==> config.mk <==
export PLATFORM = sky130hd
export DESIGN_NAME = wdit_top
export DESIGN_NICKNAME = d
export VERILOG_FILES = /design/src/logic/wdit_pkg.sv /design/src/logic/wdit_lf_sync.sv /design/src/logic/wdit_top.sv
export VERILOG_INCLUDE_DIRS = /design/src /design/src/logic
export SDC_FILE = /design/constraint.sdc
export NUM_CORES = 1
export LEC_CHECK = 0
export BUFFER_PORTS_ARGS = -buffer_cell sky130_fd_sc_hd__clkbuf_2
export CAP_MARGIN = 20
export CELL_PAD_IN_SITES_DETAIL_PLACEMENT = 0
export CELL_PAD_IN_SITES_GLOBAL_PLACEMENT = 1
export CORE_AREA = 2 2 89 91
export CTS_BUF_LIST = sky130_fd_sc_hd__clkbuf_2 sky130_fd_sc_hd__clkbuf_4 sky130_fd_sc_hd__clkbuf_8
export DETAILED_ROUTE_END_ITERATION = 10
export DIE_AREA = 0 0 91 93
export PLACE_DENSITY = 0.53
export SETUP_SLACK_MARGIN = 0.05
export SLEW_MARGIN = 15
export SYNTH_ARGS = -nofsm -noshare
export SYNTH_HDL_FRONTEND = slang
export SYNTH_SLANG_ARGS = --single-unit
==> constraint.sdc <==
create_clock -name clk -period 4.75 [get_ports clk]
set_input_delay 0.95 -clock clk [delete_from_list [all_inputs] [get_ports clk]]
set_output_delay 0.95 -clock clk [all_outputs]
set_load 0.02 [all_outputs]
==> src/logic/wdit_map.svh <==
// Field positions, reset values, keys and timing counts of the timer.
`ifndef WDIT_MAP_SVH
`define WDIT_MAP_SVH

// Control word field positions.
`define WDIT_CLR_MSB      7
`define WDIT_CLR_LSB      4
`define WDIT_EN_BIT       3
`define WDIT_MODE_BIT     2
`define WDIT_INT_MSB      1
`define WDIT_INT_LSB      0

// Reset values.
`define WDIT_CTL_RST      8'h00
`define WDIT_CNT_RST      15'h0000

// Clear keys and the timer-mode clear bit.
`define WDIT_KEY_FIRST    4'ha
`define WDIT_KEY_SECOND   4'h5
`define WDIT_TCLR_BIT     0

// Interval codes and the last count before expiry for each.
`define WDIT_INT_32768    2'h0
`define WDIT_INT_8192     2'h1
`define WDIT_INT_512      2'h2
`define WDIT_INT_64       2'h3
`define WDIT_LAST_32768   15'h7fff
`define WDIT_LAST_8192    15'h1fff
`define WDIT_LAST_512     15'h01ff
`define WDIT_LAST_64      15'h003f

// Reset cause codes for no reset and for a watchdog reset.
`define WDIT_CAUSE_NONE   2'h0
`define WDIT_CAUSE_WDOG   2'h2

// Clock rates in Hz; the key window is half a low-frequency period.
`define WDIT_CLK_HZ       25000000
`define WDIT_LF_HZ        32768
`define WDIT_KEY_WIN_CYC  (`WDIT_CLK_HZ / (2 * `WDIT_LF_HZ))

`endif

==> src/logic/wdit_pkg.sv <==
// Types shared by the watchdog and interval timer.
package wdit_pkg;

    typedef enum logic
    {
        WDIT_WATCHDOG = 1'b0,
        WDIT_TIMER    = 1'b1
    } wdit_mode_t;

    typedef enum logic
    {
        WDIT_KEY_IDLE  = 1'b0,
        WDIT_KEY_ARMED = 1'b1
    } wdit_key_t;

    typedef struct packed
    {
        logic [3:0] clr;
        logic       en;
        wdit_mode_t mode;
        logic [1:0] intv;
    } wdit_ctl_t;

endpackage

==> src/logic/wdit_lf_sync.sv <==
// Low-frequency clock pin synchroniser and rising-edge tick generator.
`timescale 1ns/10ps
module wdit_lf_sync
(
    // Clock and reset
    input  wire logic clk,
    input  wire logic rstn,
    // Low-frequency clock pin
    input  wire logic lf_clk,
    // One-cycle pulse on each rising edge
    output logic      lf_tick
);

    logic s1_ff;
    logic s2_ff;
    logic s3_ff;
    logic flt_ff;
    logic tick_ff;
    logic nxt_flt;
    logic nxt_tick;

    // The filtered level only moves once the second and third stages agree.
    always_comb
    begin
        nxt_flt  = flt_ff;
        nxt_tick = 1'b0;
        if (s2_ff == s3_ff)
        begin
            nxt_flt  = s3_ff;
            nxt_tick = s3_ff & ~flt_ff;
        end
    end

    always_ff @(posedge clk)
    begin
        if (!rstn)
        begin
            s1_ff   <= 1'b0;
            s2_ff   <= 1'b0;
            s3_ff   <= 1'b0;
            flt_ff  <= 1'b0;
            tick_ff <= 1'b0;
        end
        else
        begin
            s1_ff   <= lf_clk;
            s2_ff   <= s1_ff;
            s3_ff   <= s2_ff;
            flt_ff  <= nxt_flt;
            tick_ff <= nxt_tick;
        end
    end

    assign lf_tick = tick_ff;

endmodule

==> src/logic/wdit_top.sv <==
// Watchdog and interval timer with a 15-bit low-frequency counter.
`timescale 1ns/10ps
`include "wdit_map.svh"
module wdit_top
(
    // Clock and reset
    input  wire logic       clk,
    input  wire logic       rstn,
    // Low-frequency clock pin
    input  wire logic       lf_clk,
    // Control register write port
    input  wire logic       ctl_wr,
    input  wire logic [7:0] ctl_wdata,
    // Control register readback
    output logic      [7:0] ctl_rdata,
    // System side
    output logic            wdog_rst_req,
    output logic      [1:0] rst_cause,
    output logic            tmr_irq
);

    localparam logic [8:0] KEY_WIN = 9'(`WDIT_KEY_WIN_CYC);

    logic                  lf_tick;
    wdit_pkg::wdit_ctl_t   wr_ctl;
    logic                  locked;
    logic                  expire;

    logic [14:0]           cnt_ff;
    logic                  en_ff;
    wdit_pkg::wdit_mode_t  mode_ff;
    logic [1:0]            intv_ff;
    wdit_pkg::wdit_key_t   key_ff;
    logic [8:0]            win_ff;
    logic                  pend_ff;
    logic                  rst_ff;
    logic                  irq_ff;
    logic [1:0]            cause_ff;
    logic [7:0]            rdata_ff;

    logic [14:0]           nxt_cnt;
    logic                  nxt_en;
    wdit_pkg::wdit_mode_t  nxt_mode;
    logic [1:0]            nxt_intv;
    wdit_pkg::wdit_key_t   nxt_key;
    logic [8:0]            nxt_win;
    logic                  nxt_pend;
    logic                  nxt_rst;
    logic                  nxt_irq;
    logic [1:0]            nxt_cause;
    logic [7:0]            nxt_rdata;

    // Last count value before the selected interval expires.
    function automatic logic [14:0] last_count(input logic [1:0] code);
        logic [14:0] v;
        v = `WDIT_LAST_32768;
        unique case (code)
            `WDIT_INT_32768: v = `WDIT_LAST_32768;
            `WDIT_INT_8192:  v = `WDIT_LAST_8192;
            `WDIT_INT_512:   v = `WDIT_LAST_512;
            `WDIT_INT_64:    v = `WDIT_LAST_64;
        endcase
        return v;
    endfunction

    wdit_lf_sync u_lf_sync
    (
        .clk     (clk),
        .rstn    (rstn),
        .lf_clk  (lf_clk),
        .lf_tick (lf_tick)
    );

    assign wr_ctl = wdit_pkg::wdit_ctl_t'(ctl_wdata);
    assign locked = en_ff & (mode_ff == wdit_pkg::WDIT_WATCHDOG);
    // The live interval field feeds the compare directly.
    assign expire = lf_tick & en_ff
                    & (cnt_ff == last_count(intv_ff));

    always_comb
    begin
        nxt_cnt   = cnt_ff;
        nxt_en    = en_ff;
        nxt_mode  = mode_ff;
        nxt_intv  = intv_ff;
        nxt_key   = key_ff;
        nxt_win   = win_ff;
        nxt_pend  = pend_ff;
        nxt_rst   = 1'b0;
        nxt_irq   = 1'b0;
        nxt_cause = cause_ff;

        // Counting and expiry.
        if (expire)
        begin
            nxt_cnt = `WDIT_CNT_RST;
            if (mode_ff == wdit_pkg::WDIT_TIMER)
            begin
                nxt_irq = 1'b1;
            end
            else if (key_ff == wdit_pkg::WDIT_KEY_ARMED)
            begin
                // A sequence is in flight; wait for its second key.
                nxt_pend = 1'b1;
            end
            else
            begin
                nxt_rst   = 1'b1;
                nxt_cause = `WDIT_CAUSE_WDOG;
            end
        end
        else if (lf_tick && en_ff)
        begin
            nxt_cnt = cnt_ff + 15'h0001;
        end

        // Key window countdown; a lapsed window with a deferred expiry
        // turns into the reset that was held back.
        if (key_ff == wdit_pkg::WDIT_KEY_ARMED)
        begin
            if (win_ff == 9'h000)
            begin
                nxt_key  = wdit_pkg::WDIT_KEY_IDLE;
                // An expiry in this very cycle is only held in nxt_pend, so
                // it is read before the flag drops or that expiry is lost.
                if (nxt_pend)
                begin
                    nxt_rst   = 1'b1;
                    nxt_cause = `WDIT_CAUSE_WDOG;
                end
                nxt_pend = 1'b0;
            end
            else
            begin
                nxt_win = win_ff - 9'h001;
            end
        end

        // Software writes take priority over the counter in their cycle.
        if (ctl_wr)
        begin
            nxt_intv = wr_ctl.intv;
            if (!locked)
            begin
                nxt_mode = wr_ctl.mode;
            end
            if (wr_ctl.en)
            begin
                nxt_en = 1'b1;
                if (!en_ff)
                begin
                    nxt_cnt  = `WDIT_CNT_RST;
                    nxt_key  = wdit_pkg::WDIT_KEY_IDLE;
                    nxt_pend = 1'b0;
                end
            end
            else if (!locked)
            begin
                nxt_en = 1'b0;
            end

            // The clear field is judged against the enable held before the
            // write, so enabling and clearing in one write clears nothing.
            if (en_ff)
            begin
                if (mode_ff == wdit_pkg::WDIT_TIMER)
                begin
                    if (wr_ctl.clr[`WDIT_TCLR_BIT])
                    begin
                        nxt_cnt = `WDIT_CNT_RST;
                    end
                end
                else if (wr_ctl.clr == `WDIT_KEY_FIRST)
                begin
                    nxt_key = wdit_pkg::WDIT_KEY_ARMED;
                    nxt_win = KEY_WIN;
                end
                else if (wr_ctl.clr == `WDIT_KEY_SECOND
                         && key_ff == wdit_pkg::WDIT_KEY_ARMED)
                begin
                    nxt_cnt   = `WDIT_CNT_RST;
                    nxt_key   = wdit_pkg::WDIT_KEY_IDLE;
                    nxt_pend  = 1'b0;
                    nxt_rst   = 1'b0;
                    nxt_cause = cause_ff;
                end
            end
        end

        // The clear field reads as zero so read-modify-write key
        // sequences see a clean nibble; the counter is never visible.
        nxt_rdata = {4'h0, nxt_en, nxt_mode, nxt_intv};
    end

    always_ff @(posedge clk)
    begin
        if (!rstn)
        begin
            cnt_ff   <= `WDIT_CNT_RST;
            en_ff    <= 1'b0;
            mode_ff  <= wdit_pkg::WDIT_WATCHDOG;
            intv_ff  <= `WDIT_INT_32768;
            key_ff   <= wdit_pkg::WDIT_KEY_IDLE;
            win_ff   <= 9'h000;
            pend_ff  <= 1'b0;
            rst_ff   <= 1'b0;
            irq_ff   <= 1'b0;
            cause_ff <= `WDIT_CAUSE_NONE;
            rdata_ff <= `WDIT_CTL_RST;
        end
        else
        begin
            cnt_ff   <= nxt_cnt;
            en_ff    <= nxt_en;
            mode_ff  <= nxt_mode;
            intv_ff  <= nxt_intv;
            key_ff   <= nxt_key;
            win_ff   <= nxt_win;
            pend_ff  <= nxt_pend;
            rst_ff   <= nxt_rst;
            irq_ff   <= nxt_irq;
            cause_ff <= nxt_cause;
            rdata_ff <= nxt_rdata;
        end
    end

    assign ctl_rdata    = rdata_ff;
    assign wdog_rst_req = rst_ff;
    assign rst_cause    = cause_ff;
    assign tmr_irq      = irq_ff;

endmodule

Word level (Yosys, flattened, before mapping)
Index checks and enable logic that the tools add are counted.
- add/subtract/negate cells: 2
- equality and inequality tests: 8
- mux-type cells: 67
- bitwise operators: 6
- reductions and logical operators: 6
- operator list (kind ; count):
    two-way mux 15 bit ; 10
    case mux 15 bit (4 select lines) ; 1
    two-way mux 9 bit ; 6
    two-way mux 1 bit ; 38
    two-way mux 2 bit ; 12
    adder 15 x 1 -> 15 bit, second input constant ; 1
    equality test 15 bit ; 1
    zero test 9 bit ; 1
    subtractor 9 x 1 -> 9 bit, second input constant ; 1
    != test 5 bit, second input constant ; 1
    bitwise AND 1 bit ; 4
    equality test 2 bit, second input constant ; 2
    equality test 4 x 3 -> 1 bit, second input constant ; 1
    equality test 4 bit, second input constant ; 1
    AND reduction 2 bit ; 2
    equality test 2 x 1 -> 1 bit, second input constant ; 1
    logical AND 1 bit ; 2
    zero test 2 bit ; 1
    inverter 1 bit ; 2
    equality test 1 bit ; 1
- register bits: 47
- input bits: 12
- word-level logic and storage cells: 106

Depth between registers and ports, before layout
- depth in word-level cells: 14
- gate-level depth with buffers: 7
- mapped depth without buffers: 7

By module
Synthesis repeated with hierarchy kept, for this count alone.
- cells, all modules: 213
- area, all modules: 1869.3 µm²
- modules (own cells, without submodules) (module ; instances ; cells each ; area an instance (µm²) ; seq. area each (µm²)):
    wdit_top ; 1 ; 201 ; 1720.4 ; 680.7
    wdit_lf_sync ; 1 ; 12 ; 148.9 ; 100.1

Least setup slack after synthesis
Ideal clock, no wire load.
- kind: flip-flop to flip-flop
- start: register ctl_rdata[1] (netlist name)
- end: register cnt_ff[0]
- arrival: 1.922 ns
- required time: 4.635 ns
- setup slack: 2.713 ns
- stages on the path, launching flop included: 7
- path buffers: 1
- period minus slack after synthesis: 2.037 ns
- cell sequence: dfxtp_1 or4b_4 a2111oi_4 o211ai_2 o211ai_2 buf_6 nor2_1
- RTL lines (what ; RTL line ; text):
    end signal, assigned ; wdit_top.sv:199 ; cnt_ff <= `WDIT_CNT_RST;
    end signal, assigned ; wdit_top.sv:213 ; cnt_ff <= nxt_cnt;
    end, declared ; wdit_top.sv:29 ; logic [14:0] cnt_ff;

==> results.cfg <==
[run_status]
status = completed

[layout]
antenna_cells = 0
layout_common_cells = dfxtp_1, nor2_1, clkbuf_2
area_growth_pct = 13.38
layout_commonest_cell = dfxtp_1
fillerInstances = 844
drive_above_1_share_pct = 15.70
nNetsFinal = 236

[global_route]
grt_util_met1_pct = 12.81
grt_pass1_vias = 1327
gr-usage-all-layers_pct = 9.699
grt_max_degree = 16
busiest_layer = met2
grt-ovfl-total = 0
antenna_found_initial = 0
gr-usage-met2_pct = 15.43
grtUsageMet3_pct = 2.659
grt_pass1_wl_mm = 6.548

[worst_hold_path]
hold_class = reg -> reg

[setup_path]
cp-start-kind = flip-flop
cp_max_fo = 15
critPathCaptureType = flip-flop
crit_required_ps = 4890
critPathKind = reg -> reg
cp_data_arrival_time_ps = 2310

[die]
die-width_um = 91
die_area_mm2 = 0.008463
core_mm2 = 0.007527
fp-row-count = 32
ios = 24
die_height_um = 93
start_util_pct = 24.47

[routing]
vias_per_cell = 4.354
wirelength_mm = 3.933
vias = 1415
first_pass_iters = 4
drc = 0
wl_per_cell_um = 12.10
drt_iter0_markers = 60
ant_nets = 0

[clocking]
clk_path_buf_depth = 2
clk_latency_ps = 290
cts_hold_buf = 0
clockRootBuffer = clkbuf_8
numCtsBuffers = 5
cts_sinks = 39
h-tree-depth = 2
cts_tree = built
cts_setup_buffers = 0
clkTransAtPathRegs_ps = 80
cts_resized = 0

[placement]
io_buffers = 19
routabilityCongestion = 0.6913
dp_hpwl_mm = 2.856

[timing]
timing.hold.ws_ps = 433.3
layout_min_cycle_time_ps = 2167
period_share_pct = 45.62
hold_viol = 0
finalSetupViolations = 0
finClkSkew_ps = 9.105
fin_setup_tns_ps = 0
rsz0062_at_grt = no
worstMarginPinSlew_ps = 704.9
max_freq_ghz = 0.4615
slew_headroom_pct = 52.87
drv_slew = 0

[power]
swShare_pct = 24.56
power_density_mw_per_mm2 = 281.3
vdd_drop_max_v = 0.00008888
switching_power_uw = 144.2
power_frac_comb_pct = 5.9
internal-power_uw = 443.2
clock_power_share_pct = 37.0
sequentialPowerShare_pct = 57.1
cellLeakagePower_nw = 0.7870

[logic_synthesis]
ys_seq_area_share_pct = 42.39
netlist_instances = 204
ys_async_sr_fraction_pct = 0
synth-main-ff-cell = dfxtp_1
synth_edf_count = 0
syn_avg_cell_area_um2 = 9.028
synth_cell_types = 46
synth_area_mm2 = 0.001842
yosysWarningCount = 0
synth_seq_cells = 39

[job]
cap_violations = 0
[cells by family after synthesis]
| group | synth area share [%] |
|---|---|
| flops | 42.39 |
| xor+xnor | 9.987 |
| buf+inv | 5.095 |
| mux | 1.630 |
| other cells | 0.2036 |
| fa+ha+maj | 1.358 |
| simple gates | 26.83 |
| compound gates | 12.50 |
[critical path: stages, from the launching register on]
cell and delay [ps]:
dfxtp_1 500, or4b_4 520, a2111oi_4 430, o211ai_2 160
o211ai_2 300, nor2_1 110
[power by group through the flow]
stage | clock [mW] | combinational [mW] | sequential, mW
2_1_floorplan | 0 | 0.0269 | 0.343
3_3_place_gp | 0 | 0.0356 | 0.343
4_1_cts | 0.230 | 0.0356 | 0.336
3_5_place_dp | 0 | 0.0356 | 0.343
5_1_grt | 0.243 | 0.0387 | 0.337
6_report | 0.217 | 0.0347 | 0.336
[layout make-up]
type	count	area [um^2]	share of cell area (%)
clock buffer	5	68.82	3.295
clock inverter	3	15.01	0.7190
inverter	6	22.52	1.078
multi-input combinational	151	978.4	46.85
sequential	39	780.7	37.39
tap	102	127.6	6.111
timing repair buffer	19	95.09	4.554
[Yosys cell counts, types with 2 or more instances]
cell,number,area share [%]
xor2_1,13,6.2
o211a_1,2,1.1
buf_4,6,2.4
xnor2_1,8,3.8
nand2_1,13,2.6
a21oi_1,13,3.5
nor3_1,4,1.1
nor3b_1,2,0.81
and2_1,3,1.0
mux2i_1,3,1.6
o21ai_0,4,1.1
nand4_1,4,1.4
nand2b_1,2,0.68
nand3_1,8,2.2
or4_1,2,0.81
nor2_1,30,6.1
nor4b_1,4,1.9
nand4b_1,3,1.4
inv_1,6,1.2
o21a_1,2,0.81
and3_1,3,1.0
clkbuf_1,4,0.81
ha_1,2,1.4
o211ai_2,2,1.4
or3_1,2,0.68
dfxtp_1,39,42
[final timing paths]
path / cells past startpoint / to / from / slack, ps
worst min register to register: 1 / u_lf_sync.s2_ff / u_lf_sync.s1_ff / 430
worst max register to register: 5 / cnt_ff[2] / ctl_rdata[1] / 2580
worst min-delay path: 1 / u_lf_sync.s2_ff / u_lf_sync.s1_ff / 430
worst max-delay path: 5 / cnt_ff[2] / ctl_rdata[1] / 2580
[sequential cells by signal, indices dropped and copies added (netlist names), 2 cells and up]
name	cells
cnt_ff	15
win_ff	9
ctl_rdata	2
rst_cause	2
[through the flow]
step | cells | worst slack, ps | instance area, um^2 | utilization, % | total power [mW]
floorplan | 207 | 2713 | 1853 | - | 0.3697
global placement | 317 | 2409 | 2004 | 26.63 | 0.3790
detailed placement | 317 | 2408 | 2004 | 26.63 | 0.3789
CTS | 325 | 2536 | 2088 | 27.74 | 0.6010
global route | 325 | 2407 | 2088 | 27.74 | 0.6184
finish | 325 | 2583 | 2088 | 27.74 | 0.5874
[layer usage]
metal,vias to the layer above,wire (um)
li1,742,-
met1,652,1973
met2,19,1817
met3,2,112
met4,0,30
met5,-,0
No activity file was read; power rests on OpenSTA's default activity.
